==> src/hw/tdop_pkg.sv <==
// Shared constants, word layouts and states of the threshold detector port
package tdop_pkg;
  // Data widths and storage depths
  localparam int MAG_W = 16;
  localparam int RNG_W = 10;
  localparam int AZ_W = 12;
  localparam int PRF_W = 2;
  localparam int DLY_DEPTH = 64;
  localparam int Q_DEPTH = 40;
  localparam int MAX_HITS = 38;
  localparam logic [5:0] Q_FULL = 6'(Q_DEPTH);
  localparam logic [5:0] Q_LAST = 6'(Q_DEPTH - 1);
  localparam logic [5:0] DWELL_CAP = 6'(MAX_HITS + 1);
  localparam logic [2:0] FILT_LAST = 3'h7;
  localparam logic [2:0] FILT_ONE = 3'h1;
  // Word shift pace: 1.3 MHz period in ps over the 5 ns clock
  localparam int CLK_PS = 5000;
  localparam int SHIFT_PS = 769231;
  localparam int SHIFT_CYC = SHIFT_PS / CLK_PS;
  localparam logic [7:0] SHIFT_LAST = 8'(SHIFT_CYC - 1);
  // Clutter attenuation codes and the matching right shifts
  localparam logic [1:0] ATT_30DB = 2'h0;
  localparam logic [1:0] ATT_36DB = 2'h1;
  localparam logic [1:0] ATT_42DB = 2'h2;
  localparam int SH_30DB = 5;
  localparam int SH_36DB = 6;
  localparam int SH_42DB = 7;
  // Register map, field positions and reset values
  localparam int AXI_AW = 8;
  localparam logic [7:0] REG_CTRL = 8'h00;
  localparam logic [7:0] REG_STAT = 8'h04;
  localparam int CTRL_ATT_LSB = 0;
  localparam int CTRL_SRC_BIT = 2;
  localparam logic [2:0] CTRL_RST = 3'h0;
  localparam logic [1:0] RESP_OKAY = 2'h0;
  localparam logic [1:0] RESP_DECERR = 2'h3;
  // Dwell header word
  typedef struct packed {
    logic mark;
    logic [13:0] spare;
    logic [AZ_W-1:0] az;
    logic [PRF_W-1:0] prf;
    logic lost_data;
    logic lost_hits;
    logic spare0;
  } tdop_hdr_t;
  // Detection word
  typedef struct packed {
    logic mark;
    logic [1:0] spare;
    logic [MAG_W-1:0] strength;
    logic [RNG_W-1:0] range;
    logic [2:0] vel;
  } tdop_det_t;
  // Output port sequencer
  typedef enum logic [1:0] {
    ST_IDLE = 2'b00,
    ST_MOVE = 2'b01,
    ST_REQ = 2'b10,
    ST_WAIT = 2'b11
  } tdop_st_t;
endpackage

==> src/hw/tdop_sync.sv <==
// Two-flop synchroniser for asynchronous level inputs
`timescale 1ns/1ps
module tdop_sync #(
  parameter int W = 1
) (
  input wire logic clk,
  input wire logic nrst,
  input wire logic [W-1:0] d,
  output logic [W-1:0] q
);
  logic [W-1:0] meta_r;

  // First stage is read only by the second
  always_ff @(posedge clk or negedge nrst) begin
    if (!nrst) begin
      meta_r <= '0;
      q <= '0;
    end else begin
      meta_r <= d;
      q <= meta_r;
    end
  end
endmodule

==> src/hw/tdop_axil.sv <==
// AXI4-Lite slave holding the control and status registers
`timescale 1ns/1ps
module tdop_axil (
  input wire logic clk,
  input wire logic nrst,
  input wire logic [7:0] awaddr,
  input wire logic awvalid,
  output logic awready,
  input wire logic [31:0] wdata,
  input wire logic [3:0] wstrb,
  input wire logic wvalid,
  output logic wready,
  output logic [1:0] bresp,
  output logic bvalid,
  input wire logic bready,
  input wire logic [7:0] araddr,
  input wire logic arvalid,
  output logic arready,
  output logic [31:0] rdata,
  output logic [1:0] rresp,
  output logic rvalid,
  input wire logic rready,
  input wire logic [31:0] stat_word,
  output logic [2:0] ctrl_r
);
  logic aw_hold_r;
  logic w_hold_r;
  logic [7:0] aw_addr_r;
  logic [7:0] w_data_r;
  logic w_lane0_r;

  // Decode of the held write and of the read address
  wire wr_go = aw_hold_r & w_hold_r & ~bvalid;
  wire wr_ctrl = aw_addr_r == tdop_pkg::REG_CTRL;
  wire wr_ok = wr_ctrl | (aw_addr_r == tdop_pkg::REG_STAT);
  wire rd_ctrl = araddr == tdop_pkg::REG_CTRL;
  wire rd_stat = araddr == tdop_pkg::REG_STAT;
  wire [31:0] rd_word = rd_ctrl ? {29'h0, ctrl_r} :
                        rd_stat ? stat_word : 32'h0;

  // Address and data are taken in either order, answered once both held
  always_ff @(posedge clk or negedge nrst) begin
    if (!nrst) begin
      aw_hold_r <= 1'b0;
      w_hold_r <= 1'b0;
      aw_addr_r <= 8'h0;
      w_data_r <= 8'h0;
      w_lane0_r <= 1'b0;
      awready <= 1'b1;
      wready <= 1'b1;
      bvalid <= 1'b0;
      bresp <= tdop_pkg::RESP_OKAY;
    end else begin
      if (awvalid && awready) begin
        aw_hold_r <= 1'b1;
        aw_addr_r <= awaddr;
        awready <= 1'b0;
      end
      if (wvalid && wready) begin
        w_hold_r <= 1'b1;
        w_data_r <= wdata[7:0];
        w_lane0_r <= wstrb[0];
        wready <= 1'b0;
      end
      if (wr_go) begin
        aw_hold_r <= 1'b0;
        w_hold_r <= 1'b0;
        bvalid <= 1'b1;
        bresp <= wr_ok ? tdop_pkg::RESP_OKAY : tdop_pkg::RESP_DECERR;
      end
      if (bvalid && bready) begin
        bvalid <= 1'b0;
        awready <= 1'b1;
        wready <= 1'b1;
      end
    end
  end

  // Only byte lane 0 carries control bits; status writes are ignored
  always_ff @(posedge clk or negedge nrst) begin
    if (!nrst) begin
      ctrl_r <= tdop_pkg::CTRL_RST;
    end else if (wr_go && wr_ctrl && w_lane0_r) begin
      ctrl_r <= w_data_r[2:0];
    end
  end

  // One read at a time, answered the cycle after the address is taken
  always_ff @(posedge clk or negedge nrst) begin
    if (!nrst) begin
      arready <= 1'b1;
      rvalid <= 1'b0;
      rdata <= 32'h0;
      rresp <= tdop_pkg::RESP_OKAY;
    end else if (arvalid && arready) begin
      arready <= 1'b0;
      rvalid <= 1'b1;
      rdata <= rd_word;
      rresp <= (rd_ctrl | rd_stat) ? tdop_pkg::RESP_OKAY :
               tdop_pkg::RESP_DECERR;
    end else if (rvalid && rready) begin
      rvalid <= 1'b0;
      arready <= 1'b1;
    end
  end
endmodule

==> src/hw/tdop_top.sv <==
// Threshold detectors and dwell output port, top level
//
// The placing of the registers and the AXI4-Lite register port were decided locally.
`timescale 1ns/1ps
module tdop_top (
  input wire logic CLK,
  input wire logic NRST,
  input wire logic [7:0] S_AXI_AWADDR,
  input wire logic S_AXI_AWVALID,
  output logic S_AXI_AWREADY,
  input wire logic [31:0] S_AXI_WDATA,
  input wire logic [3:0] S_AXI_WSTRB,
  input wire logic S_AXI_WVALID,
  output logic S_AXI_WREADY,
  output logic [1:0] S_AXI_BRESP,
  output logic S_AXI_BVALID,
  input wire logic S_AXI_BREADY,
  input wire logic [7:0] S_AXI_ARADDR,
  input wire logic S_AXI_ARVALID,
  output logic S_AXI_ARREADY,
  output logic [31:0] S_AXI_RDATA,
  output logic [1:0] S_AXI_RRESP,
  output logic S_AXI_RVALID,
  input wire logic S_AXI_RREADY,
  input wire logic SAMPLE_VALID,
  input wire logic [15:0] SAMPLE_MAG,
  input wire logic [15:0] CLUTTER_TH,
  input wire logic [15:0] WEATHER_TH,
  input wire logic GATE_SAT,
  input wire logic GATE_INTF,
  input wire logic DWELL_START,
  input wire logic DWELL_END,
  input wire logic [1:0] PRF_IND,
  input wire logic [11:0] AZIMUTH,
  output logic [15:0] DELAYED_MAG,
  output logic DELAYED_VALID,
  output logic DETECTION_STROBE,
  output logic [31:0] OUT_DATA,
  output logic WORD_REQUEST,
  input wire logic ACK_PROC,
  input wire logic ACK_MON
);
  ////////////////////////////////////////////////////////////////////////////
  // Helpers
  function automatic logic gt(input logic [15:0] a, input logic [15:0] b);
    return a > b;
  endfunction

  function automatic logic [15:0] atten(input logic [15:0] c,
                                        input logic [1:0] sel);
    logic [15:0] r;
    r = c >> tdop_pkg::SH_30DB;
    if (sel == tdop_pkg::ATT_36DB) begin
      r = c >> tdop_pkg::SH_36DB;
    end else if (sel == tdop_pkg::ATT_42DB) begin
      r = c >> tdop_pkg::SH_42DB;
    end
    return r;
  endfunction

  function automatic logic [5:0] inc_idx(input logic [5:0] i);
    return (i == tdop_pkg::Q_LAST) ? 6'h0 : 6'(i + 6'h1);
  endfunction

  ////////////////////////////////////////////////////////////////////////////
  // Register slave
  logic [2:0] ctrl_r;
  logic [31:0] stat_w;
  logic lost_hits_r;
  logic lost_data_r;
  logic [5:0] fill_n_r;
  logic [5:0] out_n_r;
  tdop_pkg::tdop_st_t st_r;

  // Status shows queue fill, output fill, state and pending loss flags
  assign stat_w = {16'h0, out_n_r, fill_n_r, st_r, lost_data_r,
                   lost_hits_r};

  tdop_axil u_axil (
    .clk(CLK),
    .nrst(NRST),
    .awaddr(S_AXI_AWADDR),
    .awvalid(S_AXI_AWVALID),
    .awready(S_AXI_AWREADY),
    .wdata(S_AXI_WDATA),
    .wstrb(S_AXI_WSTRB),
    .wvalid(S_AXI_WVALID),
    .wready(S_AXI_WREADY),
    .bresp(S_AXI_BRESP),
    .bvalid(S_AXI_BVALID),
    .bready(S_AXI_BREADY),
    .araddr(S_AXI_ARADDR),
    .arvalid(S_AXI_ARVALID),
    .arready(S_AXI_ARREADY),
    .rdata(S_AXI_RDATA),
    .rresp(S_AXI_RRESP),
    .rvalid(S_AXI_RVALID),
    .rready(S_AXI_RREADY),
    .stat_word(stat_w),
    .ctrl_r(ctrl_r)
  );

  ////////////////////////////////////////////////////////////////////////////
  // Magnitude delay line
  logic [15:0] dly_r [tdop_pkg::DLY_DEPTH];
  wire [15:0] dmag = dly_r[tdop_pkg::DLY_DEPTH-1];

  // Shifts once per filter sample, so 64 samples span eight gates
  always_ff @(posedge CLK or negedge NRST) begin
    if (!NRST) begin
      for (int i = 0; i < tdop_pkg::DLY_DEPTH; i++) begin
        dly_r[i] <= 16'h0;
      end
    end else if (SAMPLE_VALID) begin
      dly_r[0] <= SAMPLE_MAG;
      for (int i = 1; i < tdop_pkg::DLY_DEPTH; i++) begin
        dly_r[i] <= dly_r[i-1];
      end
    end
  end

  // Delayed stream feeds the external threshold generators
  always_ff @(posedge CLK or negedge NRST) begin
    if (!NRST) begin
      DELAYED_MAG <= 16'h0;
      DELAYED_VALID <= 1'b0;
    end else begin
      DELAYED_MAG <= dmag;
      DELAYED_VALID <= SAMPLE_VALID;
    end
  end

  ////////////////////////////////////////////////////////////////////////////
  // Filter and range counters, per-gate latches
  logic [2:0] filt_r;
  logic [9:0] range_r;
  logic [15:0] clut_g_r;
  logic inh_r;
  wire f0 = filt_r == 3'h0;
  wire gate_end = SAMPLE_VALID & (filt_r == tdop_pkg::FILT_LAST);

  // Counters restart at dwell start; range steps after filter seven
  always_ff @(posedge CLK or negedge NRST) begin
    if (!NRST) begin
      filt_r <= 3'h0;
      range_r <= 10'h0;
    end else if (DWELL_START) begin
      filt_r <= 3'h0;
      range_r <= 10'h0;
    end else if (SAMPLE_VALID) begin
      filt_r <= 3'(filt_r + 3'h1);
      range_r <= gate_end ? 10'(range_r + 10'h1) : range_r;
    end
  end

  // Clutter level and gate inhibit are held from filter zero
  always_ff @(posedge CLK or negedge NRST) begin
    if (!NRST) begin
      clut_g_r <= 16'h0;
      inh_r <= 1'b0;
    end else if (SAMPLE_VALID && f0) begin
      clut_g_r <= CLUTTER_TH;
      inh_r <= GATE_SAT | GATE_INTF;
    end
  end

  ////////////////////////////////////////////////////////////////////////////
  // Comparators
  logic cmp_zvf;
  logic cmp_wx;
  logic cmp_att;
  logic inh;
  logic hit_nxt;
  wire is17 = (filt_r == tdop_pkg::FILT_ONE) |
              (filt_r == tdop_pkg::FILT_LAST);
  wire [15:0] clut_att = atten(clut_g_r, ctrl_r[1:0]);

  // Forcing terms make each comparator neutral outside its filters
  assign cmp_zvf = ~f0 | gt(dmag, CLUTTER_TH);
  assign cmp_wx = f0 | gt(dmag, WEATHER_TH);
  assign cmp_att = ~is17 | gt(dmag, clut_att);
  assign inh = f0 ? (GATE_SAT | GATE_INTF) : inh_r;
  assign hit_nxt = SAMPLE_VALID & cmp_zvf & cmp_wx & cmp_att & ~inh;

  tdop_pkg::tdop_det_t det_w;
  tdop_pkg::tdop_det_t det_r;
  assign det_w = '{mark: 1'b0, spare: 2'h0, strength: dmag,
                   range: range_r, vel: filt_r};

  // Strobe and its captured word, one cycle after the compare
  always_ff @(posedge CLK or negedge NRST) begin
    if (!NRST) begin
      DETECTION_STROBE <= 1'b0;
      det_r <= '0;
    end else begin
      DETECTION_STROBE <= hit_nxt;
      det_r <= hit_nxt ? det_w : det_r;
    end
  end

  ////////////////////////////////////////////////////////////////////////////
  // Input queue, one dwell being filled
  logic [31:0] fill_r [tdop_pkg::Q_DEPTH];
  logic [5:0] fill_wp_r;
  logic [5:0] fill_rp_r;
  logic [5:0] dwell_n_r;
  logic [5:0] move_left_r;
  logic [7:0] tick_r;
  tdop_pkg::tdop_hdr_t hdr_w;

  wire fill_full = fill_n_r == tdop_pkg::Q_FULL;
  wire wr_hdr = DWELL_START & ~fill_full;
  wire wr_det = DETECTION_STROBE & ~DWELL_START & ~fill_full &
                (dwell_n_r < tdop_pkg::DWELL_CAP);
  wire lost_hit_ev = DETECTION_STROBE & ~wr_det;
  wire fill_we = wr_hdr | wr_det;
  wire tick = tick_r == tdop_pkg::SHIFT_LAST;
  wire move_rd = (st_r == tdop_pkg::ST_MOVE) & tick &
                 (move_left_r != 6'h0) & (fill_n_r != 6'h0);
  wire out_busy = (out_n_r != 6'h0) | (st_r != tdop_pkg::ST_IDLE);
  wire lost_data_ev = DWELL_END & out_busy;

  // Header carries the loss flags gathered during the previous dwell
  assign hdr_w = '{mark: 1'b1, spare: 14'h0, az: AZIMUTH, prf: PRF_IND,
                   lost_data: lost_data_r | lost_data_ev,
                   lost_hits: lost_hits_r | lost_hit_ev,
                   spare0: 1'b0};

  // A new word is written at the write index; earlier words stay where they are
  always_ff @(posedge CLK) begin
    if (fill_we) begin
      fill_r[fill_wp_r] <= wr_hdr ? hdr_w : det_r;
    end
  end

  // Filling goes on while the previous dwell moves out
  always_ff @(posedge CLK or negedge NRST) begin
    if (!NRST) begin
      fill_wp_r <= 6'h0;
      fill_rp_r <= 6'h0;
      fill_n_r <= 6'h0;
    end else begin
      fill_wp_r <= fill_we ? inc_idx(fill_wp_r) : fill_wp_r;
      fill_rp_r <= move_rd ? inc_idx(fill_rp_r) : fill_rp_r;
      fill_n_r <= 6'(fill_n_r + {5'h0, fill_we} - {5'h0, move_rd});
    end
  end

  // Words counted per dwell; a concurrent hit loses to the header
  always_ff @(posedge CLK or negedge NRST) begin
    if (!NRST) begin
      dwell_n_r <= 6'h0;
    end else if (wr_hdr) begin
      dwell_n_r <= 6'h1;
    end else if (DWELL_END) begin
      dwell_n_r <= 6'h0;
    end else if (wr_det) begin
      dwell_n_r <= 6'(dwell_n_r + 6'h1);
    end
  end

  // Loss flags: the clear at dwell start beats a fresh event in the same cycle
  always_ff @(posedge CLK or negedge NRST) begin
    if (!NRST) begin
      lost_hits_r <= 1'b0;
      lost_data_r <= 1'b0;
    end else begin
      lost_hits_r <= (lost_hits_r & ~DWELL_START) |
                     (lost_hit_ev & ~DWELL_START);
      lost_data_r <= (lost_data_r & ~DWELL_START) |
                     (lost_data_ev & ~DWELL_START);
    end
  end

  ////////////////////////////////////////////////////////////////////////////
  // Output register and request sequencer
  logic [31:0] out_r [tdop_pkg::Q_DEPTH];
  logic [5:0] out_wp_r;
  logic [5:0] out_rp_r;
  logic [1:0] ack_s;
  logic ack_prev_r;
  tdop_pkg::tdop_st_t st_nxt;

  tdop_sync #(.W(2)) u_ack_sync (
    .clk(CLK),
    .nrst(NRST),
    .d({ACK_MON, ACK_PROC}),
    .q(ack_s)
  );

  // Source select; switching sources may look like one acknowledge
  wire ack_sel = ctrl_r[tdop_pkg::CTRL_SRC_BIT] ? ack_s[1] : ack_s[0];
  wire ack_edge = ack_sel & ~ack_prev_r;
  wire ack_take = (st_r == tdop_pkg::ST_WAIT) & ack_edge;
  wire move_done = (st_r == tdop_pkg::ST_MOVE) & (move_left_r == 6'h0);

  // Next state; a dwell end always restarts the move
  always_comb begin
    st_nxt = st_r;
    unique case (st_r)
      tdop_pkg::ST_IDLE: st_nxt = tdop_pkg::ST_IDLE;
      tdop_pkg::ST_MOVE: begin
        if (move_done) begin
          st_nxt = (out_n_r != 6'h0) ? tdop_pkg::ST_REQ :
                   tdop_pkg::ST_IDLE;
        end
      end
      tdop_pkg::ST_REQ: st_nxt = tdop_pkg::ST_WAIT;
      tdop_pkg::ST_WAIT: begin
        if (ack_take) begin
          st_nxt = (out_n_r == 6'h1) ? tdop_pkg::ST_IDLE :
                   tdop_pkg::ST_REQ;
        end
      end
    endcase
    if (DWELL_END) begin
      st_nxt = tdop_pkg::ST_MOVE;
    end
  end

  always_ff @(posedge CLK or negedge NRST) begin
    if (!NRST) begin
      st_r <= tdop_pkg::ST_IDLE;
      ack_prev_r <= 1'b0;
    end else begin
      st_r <= st_nxt;
      ack_prev_r <= ack_sel;
    end
  end

  // Pace counter for the 1.3 MHz word shift
  always_ff @(posedge CLK or negedge NRST) begin
    if (!NRST) begin
      tick_r <= 8'h0;
    end else if (DWELL_END || tick) begin
      tick_r <= 8'h0;
    end else begin
      tick_r <= 8'(tick_r + 8'h1);
    end
  end

  // Words moved in order, header first, one per pace tick
  always_ff @(posedge CLK) begin
    if (move_rd) begin
      out_r[out_wp_r] <= fill_r[fill_rp_r];
    end
  end

  // A dwell end drops whatever the output register still holds
  always_ff @(posedge CLK or negedge NRST) begin
    if (!NRST) begin
      move_left_r <= 6'h0;
      out_wp_r <= 6'h0;
      out_rp_r <= 6'h0;
      out_n_r <= 6'h0;
    end else if (DWELL_END) begin
      move_left_r <= 6'(move_left_r + dwell_n_r);
      out_wp_r <= 6'h0;
      out_rp_r <= 6'h0;
      out_n_r <= 6'h0;
    end else begin
      move_left_r <= move_rd ? 6'(move_left_r - 6'h1) : move_left_r;
      out_wp_r <= move_rd ? inc_idx(out_wp_r) : out_wp_r;
      out_rp_r <= ack_take ? inc_idx(out_rp_r) : out_rp_r;
      out_n_r <= 6'(out_n_r + {5'h0, move_rd} - {5'h0, ack_take});
    end
  end

  // Word loads with its request and then holds until acknowledged
  always_ff @(posedge CLK or negedge NRST) begin
    if (!NRST) begin
      OUT_DATA <= 32'h0;
      WORD_REQUEST <= 1'b0;
    end else begin
      WORD_REQUEST <= st_r == tdop_pkg::ST_REQ;
      if (st_r == tdop_pkg::ST_REQ) begin
        OUT_DATA <= out_r[out_rp_r];
      end
    end
  end
endmodule

==> config.mk <==
export PLATFORM = sky130hd
export DESIGN_NAME = tdop_top
export DESIGN_NICKNAME = d
export VERILOG_FILES = /design/src/hw/tdop_pkg.sv /design/src/hw/tdop_sync.sv /design/src/hw/tdop_axil.sv /design/src/hw/tdop_top.sv
export SDC_FILE = /design/constraint.sdc
export NUM_CORES = 2
export LEC_CHECK = 0
export BUFFER_PORTS_ARGS = -buffer_cell sky130_fd_sc_hd__buf_2
export CAP_MARGIN = 20
export CORE_ASPECT_RATIO = 0.6
export CORE_MARGIN = 4
export CORE_UTILIZATION = 48
export DETAILED_ROUTE_END_ITERATION = 7
export SYNTH_ARGS = -nofsm -noshare
export SYNTH_HDL_FRONTEND = slang
export SYNTH_SLANG_ARGS = --single-unit
export TNS_END_PERCENT = 50
==> constraint.sdc <==
create_clock -name CLK -period 5.8 [get_ports CLK]
set_input_delay 0.87 -clock CLK [delete_from_list [all_inputs] [get_ports CLK]]
set_output_delay 0.87 -clock CLK [all_outputs]
set_load 0.01 [all_outputs]
# ---- After elaboration in Yosys (flattened, before gate mapping)
# Memories as Yosys holds them, arrays and structs flattened. A register that Yosys moved wholly into a read port is not among the register bits.
# Cells that the tools add are included.
dict set report word_totals {
  ff_bits 1225
  ramBits 2560
  input_bits 128
  n_memories 2
  out_inout_bits 92
}
# name depth width rd rd_clocked_by_memory_dff wr line_no
set memory_table {}
lappend memory_table {fill_r 40 32 1 0 1 tdop_top.sv:203} ;# logic [31:0] fill_r [tdop_pkg::Q_DEPTH];
lappend memory_table {out_r 40 32 1 1 1 tdop_top.sv:277} ;# logic [31:0] out_r [tdop_pkg::Q_DEPTH];
dict set report op_classes {
  n_reduce_logical 32
  order_cmp 4
  n_eq_ne 18
  addsub 14
  mux 53
  n_bitwise 44
}
# cell n
set ops {}
lappend ops {{$mux W6} 14}
lappend ops {{$mux W32} 2}
lappend ops {{$gt A16 B16 Y1} 3}
lappend ops {{$add A6 B1 Y6 const B} 5}
lappend ops {{$eq A6 B6 Y1 const B} 5}
lappend ops {{$mux W10} 3}
lappend ops {{$and A1 B1 Y1} 23}
lappend ops {{$mux W11} 2}
lappend ops {{$reduce_bool A2 Y1} 11}
lappend ops {{$mux W1} 20}
lappend ops {{$reduce_bool A6 Y1} 3}
lappend ops {{$eq A8 B3 Y1 const B} 2}
lappend ops {{$logic_not A8 Y1} 2}
lappend ops {{$mux W16} 1}
lappend ops {{$mux W2} 7}
lappend ops {{$or A1 B1 Y1} 13}
lappend ops {{$add A6 B1 Y6} 2}
lappend ops {{$sub A6 B1 Y6} 2}
lappend ops {{$add A10 B1 Y10 const B} 1}
lappend ops {{$add A8 B1 Y8 const B} 1}
lappend ops {{$eq A8 B8 Y1 const B} 1}
lappend ops {{$logic_and A1 B1 Y1} 8}
lappend ops {{$mux W8} 1}
lappend ops {{$not A1 Y1} 8}
lappend ops {{other kinds (19)} 25}

# ---- Logic depth before layout (Yosys ltp)
dict set report logic_depth {
  ltp_word 8
  mapped_depth 14
  mapped_depth_nobuf 13
}

# ---- Modules after synthesis
# From an unflattened synthesis, not the netlist that was laid out.
dict set report unflattened {
  hier_cells 6877
  area_unflattened_um2 139963.0
}
# module area_each_um2 seq_area_each_um2 n_inst cells_each
set modules_own_cells {}
lappend modules_own_cells {tdop_top 137737.1 101797.6 1 6723}
lappend modules_own_cells {tdop_axil 2125.8 1405.1 1 150}
lappend modules_own_cells {tdop_sync 100.1 100.1 1 4}

# ---- Least setup slack after synthesis
# No wires, ideal clock.
dict set report synth_path {
  path_kind {input port to flip-flop}
  startpoint {input DWELL_START}
  endpoint {memory fill_r[14][0] (enable)}
  setup_slack_ps 1997
  path_stages 7
  arrival_time_ps 3386
  required_ps 5383
  cell_sequence {clkbuf_1 -> inv_1 -> a21oi_1 -> inv_1 -> nor2_1 -> nand3_1 -> nor2_1}
}
dict set report synth_between {
  elab_chain_cells 7
  word_cells_on_any_way 8
  classes_between {mux (2); bitwise (6)}
}
# item line_no
set synth_lines {}
lappend synth_lines {{from (decl)} tdop_top.sv:31} ;# input wire logic DWELL_START,
lappend synth_lines {{$not A1 Y1} tdop_top.sv:213} ;# wire wr_det = DETECTION_STROBE & ~DWELL_START & ~fill_full &
lappend synth_lines {{$and A1 B1 Y1 (3 in series)} tdop_top.sv:213}
lappend synth_lines {{$or A1 B1 Y1 (*)} tdop_top.sv:216} ;# wire fill_we = wr_hdr | wr_det;
lappend synth_lines {{$mux W1 (*)} tdop_top.sv:231} ;# if (fill_we) begin
lappend synth_lines {{$mux W1 (*)} tdop_top.sv:232} ;# fill_r[fill_wp_r] <= wr_hdr ? hdr_w : det_r;
lappend synth_lines {{to (decl)} tdop_top.sv:203}
# Every way passes the cells marked *; elsewhere a longest branch is shown, timed or not.

# ---- Worst setup path after layout
dict set report layout_path {
  startpoint {register dwell_n_r[0]}
  endpoint {memory fill_r[38][0] (enable)}
}
dict set report layout_between {
  elab_chain_cells 5
}
# item line_no
set layout_lines {}
lappend layout_lines {{from (decl)} tdop_top.sv:206} ;# logic [5:0] dwell_n_r;
lappend layout_lines {{from (signal assigned)} tdop_top.sv:258} ;# dwell_n_r <= 6'(dwell_n_r + 6'h1);
lappend layout_lines {{$lt A6 B6 Y1} tdop_top.sv:214} ;# (dwell_n_r < tdop_pkg::DWELL_CAP);
lappend layout_lines {{$and A1 B1 Y1} tdop_top.sv:213}
lappend layout_lines {{$or A1 B1 Y1} tdop_top.sv:216}
lappend layout_lines {{$mux W1} tdop_top.sv:231}
lappend layout_lines {{$mux W1} tdop_top.sv:232}
# No other way between the ends.

==> metrics <==
first-pass GRT wire length=about 460,000 um; initial antenna violation count=23; top cell family by delay on the critical path=simple AND/OR/NAND/NOR gates; asr flop ratio synth=approximately 34%; # rows=around 150; largest area contributor in the netlist=edfxtp_1; combinational family with the most area after synthesis=multiplexers; Final Max Slew Viols=0; fin crit share=74.38%; power share of the combinational group=under 10%; CTS tree=done; Leak Pwr=between 50 and 60 nW; Longest Clk Path Bufs=4; Yosys reg bits=approximately 3,600; Post-Synth Adder-Cell Area=less than 1%; Placed Instances=~11,000; outcome=finished, final reports clean; clock transition at the registers of the reported paths=approximately 0.06 ns; final std cells w/o fill=11,396; Yosys warning count=0; post-place setup slack=~1.6 ns; IO buf count=169; Worst slew margin=roughly a quarter; Ports=between 200 and 250; Startpoint Class=flop; Skew-Pair Late Insertion Delay=around 0.9 ns; Max VDD drop=about 0.23 mV; clock skew=around 0.058 ns; crit path max fanout=20; worst path cell trace=ha_1 -> a211oi_1 -> o21ai_0 -> a21oi_1 -> buf_4 -> inv_1 -> nor2_1 -> nand3_1 -> nor2_4 -> buf_4; largest net degree at the start of global routing=between 150 and 200; global route overflow=0; top_reg_cell synth=edfxtp_1; post-synthesis compound-gate area fraction=1.565%; synthesized netlist cell count=between 6,000 and 7,000; Die X=703.9 um; Synth cell types=53; Synth Area in Simple Gates=roughly 1.5%; Via-to-Cell Ratio=5.890; Initial Util=roughly 49%; P_int=around 45 mW; sum of buffers and inverters on the critical path=3; Global Route Usage Sum=between 20% and 30%; die area=around 300,000 um^2; clock power share=approximately 39%; TNS Setup=0 ns; CTS sink count=3,632; Design Power=57.74 mW; Seq/Total Area, Yosys=73.77%; pwr dens=366.1 nW/um^2; CTS root buf=clkbuf_16; via count=approximately 67,000; layout cells sized above 1=a little under two fifths; setup ws final=between 1 and 1.5 ns; Crit path top cell by count=buf_4; Seq pwr share=between 50 and 60%; Crit Path Class=flop to flop; Synth top area share=around 52%; Final Hold Vio Count=0; CP max-delay cell=nor2_4; final setup fails=0; routability cong.=about 0.80; First-pass DRT Iterations=6; cts bufs inserted=around 340; xor and xnor area share after synthesis=0.2512%; Data required, critical path=roughly 6.3 ns; number of post-CTS setup repair buffers=0; Worst EP arrival=around 4.8 ns; critical path endpoint category=flop; MaxCap Viol Count=0; Sw Ratio=between 20 and 25%; Layout area overhead=13.07%; mux share of post-synthesis cell area=about a fifth; Chip Height=between 400 and 500 um; most area-consuming cells after synthesis=edfxtp_1, dfrtp_1, mux4_2; vias in the first global route=roughly 68,000; H-tree lvl count=5; Avg Cell Area, Syn=between 20 and 25 um^2; Post-route DRC=0; CORE AREA=287,600 um^2; Post-DRT Antenna Nets=0; final worst path period need=~4.3 ns; number of synthesized flops with an enable pin=roughly 2,400; Net Sw Power=12.86 mW; fmax=approximately 230 MHz; WL/cell=about 27 um; # nets final=roughly 7,500; synthesized area=about 140,000 um^2; DR iter-0 viols=between 7,000 and 8,000; worst slew pin tran=1.141 ns; hpwl dp=approximately 190,000 um; hold crit path type=primary input to flop; RSZ-0062 raised after global routing=no; final wirelength=~310,000 um; Critical Path Max Stage Delay=0.70 ns
worst register-to-register path: stages (launching register included):
cell	delay (ns)
dfrtp_1	0.42
ha_1	0.26
a211oi_1	0.29
o21ai_0	0.15
a21oi_1	0.19
buf_4	0.24
inv_1	0.24
nor2_1	0.32
nand3_1	0.56
nor2_4	0.71
buf_4	0.57
layer usage:
metal  track usage, %  vias up  part of all wire [%]
met4            4.286        8                   1.8
met2            27.03     2678                    40
met5                0        -                 0.019
met1            34.99    35934                    48
met3            5.644      427                    10
li1                 -    28070                     -
flip-flops by register name, summed over array words and instances (netlist names), 10 cells and up:
register,cells
DELAYED_MAG,16
OUT_DATA,30
clut_g_r,11
det_r,29
dly_r,1008
dmag,16
fill_r,1200
out_r,1200
range_r,10
u_axil.rdata,16
final cells by class:
type                            count  area [um^2]
Timing Repair Buffer              406         3069
Fill cell                       21612       129800
Sequential cell                  3632       102900
Tap cell                         3850         4817
Clock inverter                    143         1520
Inverter                           69        259.0
Antenna cell                       21        52.55
Multi-Input combinational cell   2808        35410
Clock buffer                      467         9658
path summary, 6_finish.rpt:
check                                startpoint                   end  slack, ns  cells past startpoint
max in group asynchronous                  NRST            dly_r[706]       3.60                      4
min in group asynchronous                  NRST            dly_r[129]       0.52                      2
min                                     ACK_MON  u_ack_sync.meta_r[1]       0.11                      1
max                                dwell_n_r[0]         fill_r[38][0]       1.49                     10
min reg2reg                u_ack_sync.meta_r[1]       u_ack_sync.q[1]       0.35                      0
max reg2reg                        dwell_n_r[0]         fill_r[38][0]       1.49                     10
logic make-up after synthesis:
logic type	Yosys count
flip-flops	3632
multiplexers	1906
buffers and inverters	450
AND/OR/NAND/NOR	436
AO/OA/AOI/OAI	327
adder cells (fa/ha/maj)	81
XOR/XNOR	40
other	1
metrics by stage:
| step | util, % | hold slack, ns | cell area [um^2] |
|---|---|---|---|
| 6_report | 54.85 | 0.1065 | 157700 |
| 3_3_place_gp | 50.93 | 0.3375 | 146400 |
| 5_1_grt | 54.83 | 0.03741 | 157700 |
| 4_1_cts | 54.82 | 0.01494 | 157600 |
| 3_5_place_dp | 50.93 | 0.3347 | 146400 |
| 2_1_floorplan | - | 0.3312 | 139500 |
placed cells by master (no fill, tap or decap), types with 9 or more instances in the layout:
master | synthesis | final
edfxtp_1 | 2400 | 2400
ha_1 | 78 | 78
mux4_2 | 690 | 690
nor2b_1 | 39 | 39
clkbuf_16 | 0 | 350
xnor2_1 | 16 | 16
a22o_1 | 73 | 73
a21oi_2 | 0 | 30
inv_1 | 69 | 68
a22oi_1 | 31 | 31
buf_4 | 38 | 202
mux2_2 | 1077 | 1077
nor3_1 | 11 | 11
and3_1 | 10 | 10
nor2_1 | 150 | 68
nand4_1 | 23 | 23
xor2_1 | 24 | 24
clkbuf_1 | 251 | 71
nand2b_1 | 12 | 10
a31oi_1 | 9 | 9
dfrtp_1 | 1229 | 1219
mux2i_1 | 139 | 139
conb_1 | 1 | 18
o21ai_0 | 45 | 43
clkbuf_8 | 0 | 46
clkinv_1 | 0 | 46
diode_2 | 0 | 21
buf_2 | 59 | 167
a211oi_1 | 32 | 32
nor2_2 | 0 | 16
nand3_1 | 30 | 30
bufinv_16 | 0 | 29
clkinv_2 | 0 | 46
nand2_1 | 123 | 121
nor2_4 | 0 | 66
a21oi_1 | 101 | 70
buf_12 | 0 | 34
and2_1 | 14 | 9
synthesized netlist by cell type, drive strengths merged, types with 3 or more instances:
library cell and number:
dfrtp 1229, and2 14, a21boi 4, buf 130, clkbuf 251, a31oi 9, a21o 7, a22o 73
inv 69, nor2 150, fa 3, a211oi 32, nand2b 12, dfstp 3, mux2i 139, edfxtp 2400
nand3 30, a22oi 31, a21oi 101, nor4 3, xnor2 16, nand3b 4, ha 78, xor2 24
o211ai 7, nand2 123, or3 4, nor3 11, nand4 23, mux2 1077, and3 10, nor2b 39
and4 3, mux4 690, a211o 4, o21ai 45, o21bai 3
timing repair:
action | in CTS | in global routing
gates resized for setup | 0 | 0
hold buffers | 1 | 0
hold endpoints to repair | 76 | 0
power groups by stage:
stage	registers (mW)	clock network (mW)	logic, mW
finish	30.7	22.5	4.50
global route	30.9	24.2	4.96
CTS	30.7	23.1	4.58
detailed placement	31.3	0	4.54
global placement	31.1	0	4.39
floorplan	30.9	0	3.18
No activity file was read; power rests on OpenSTA's default activity.
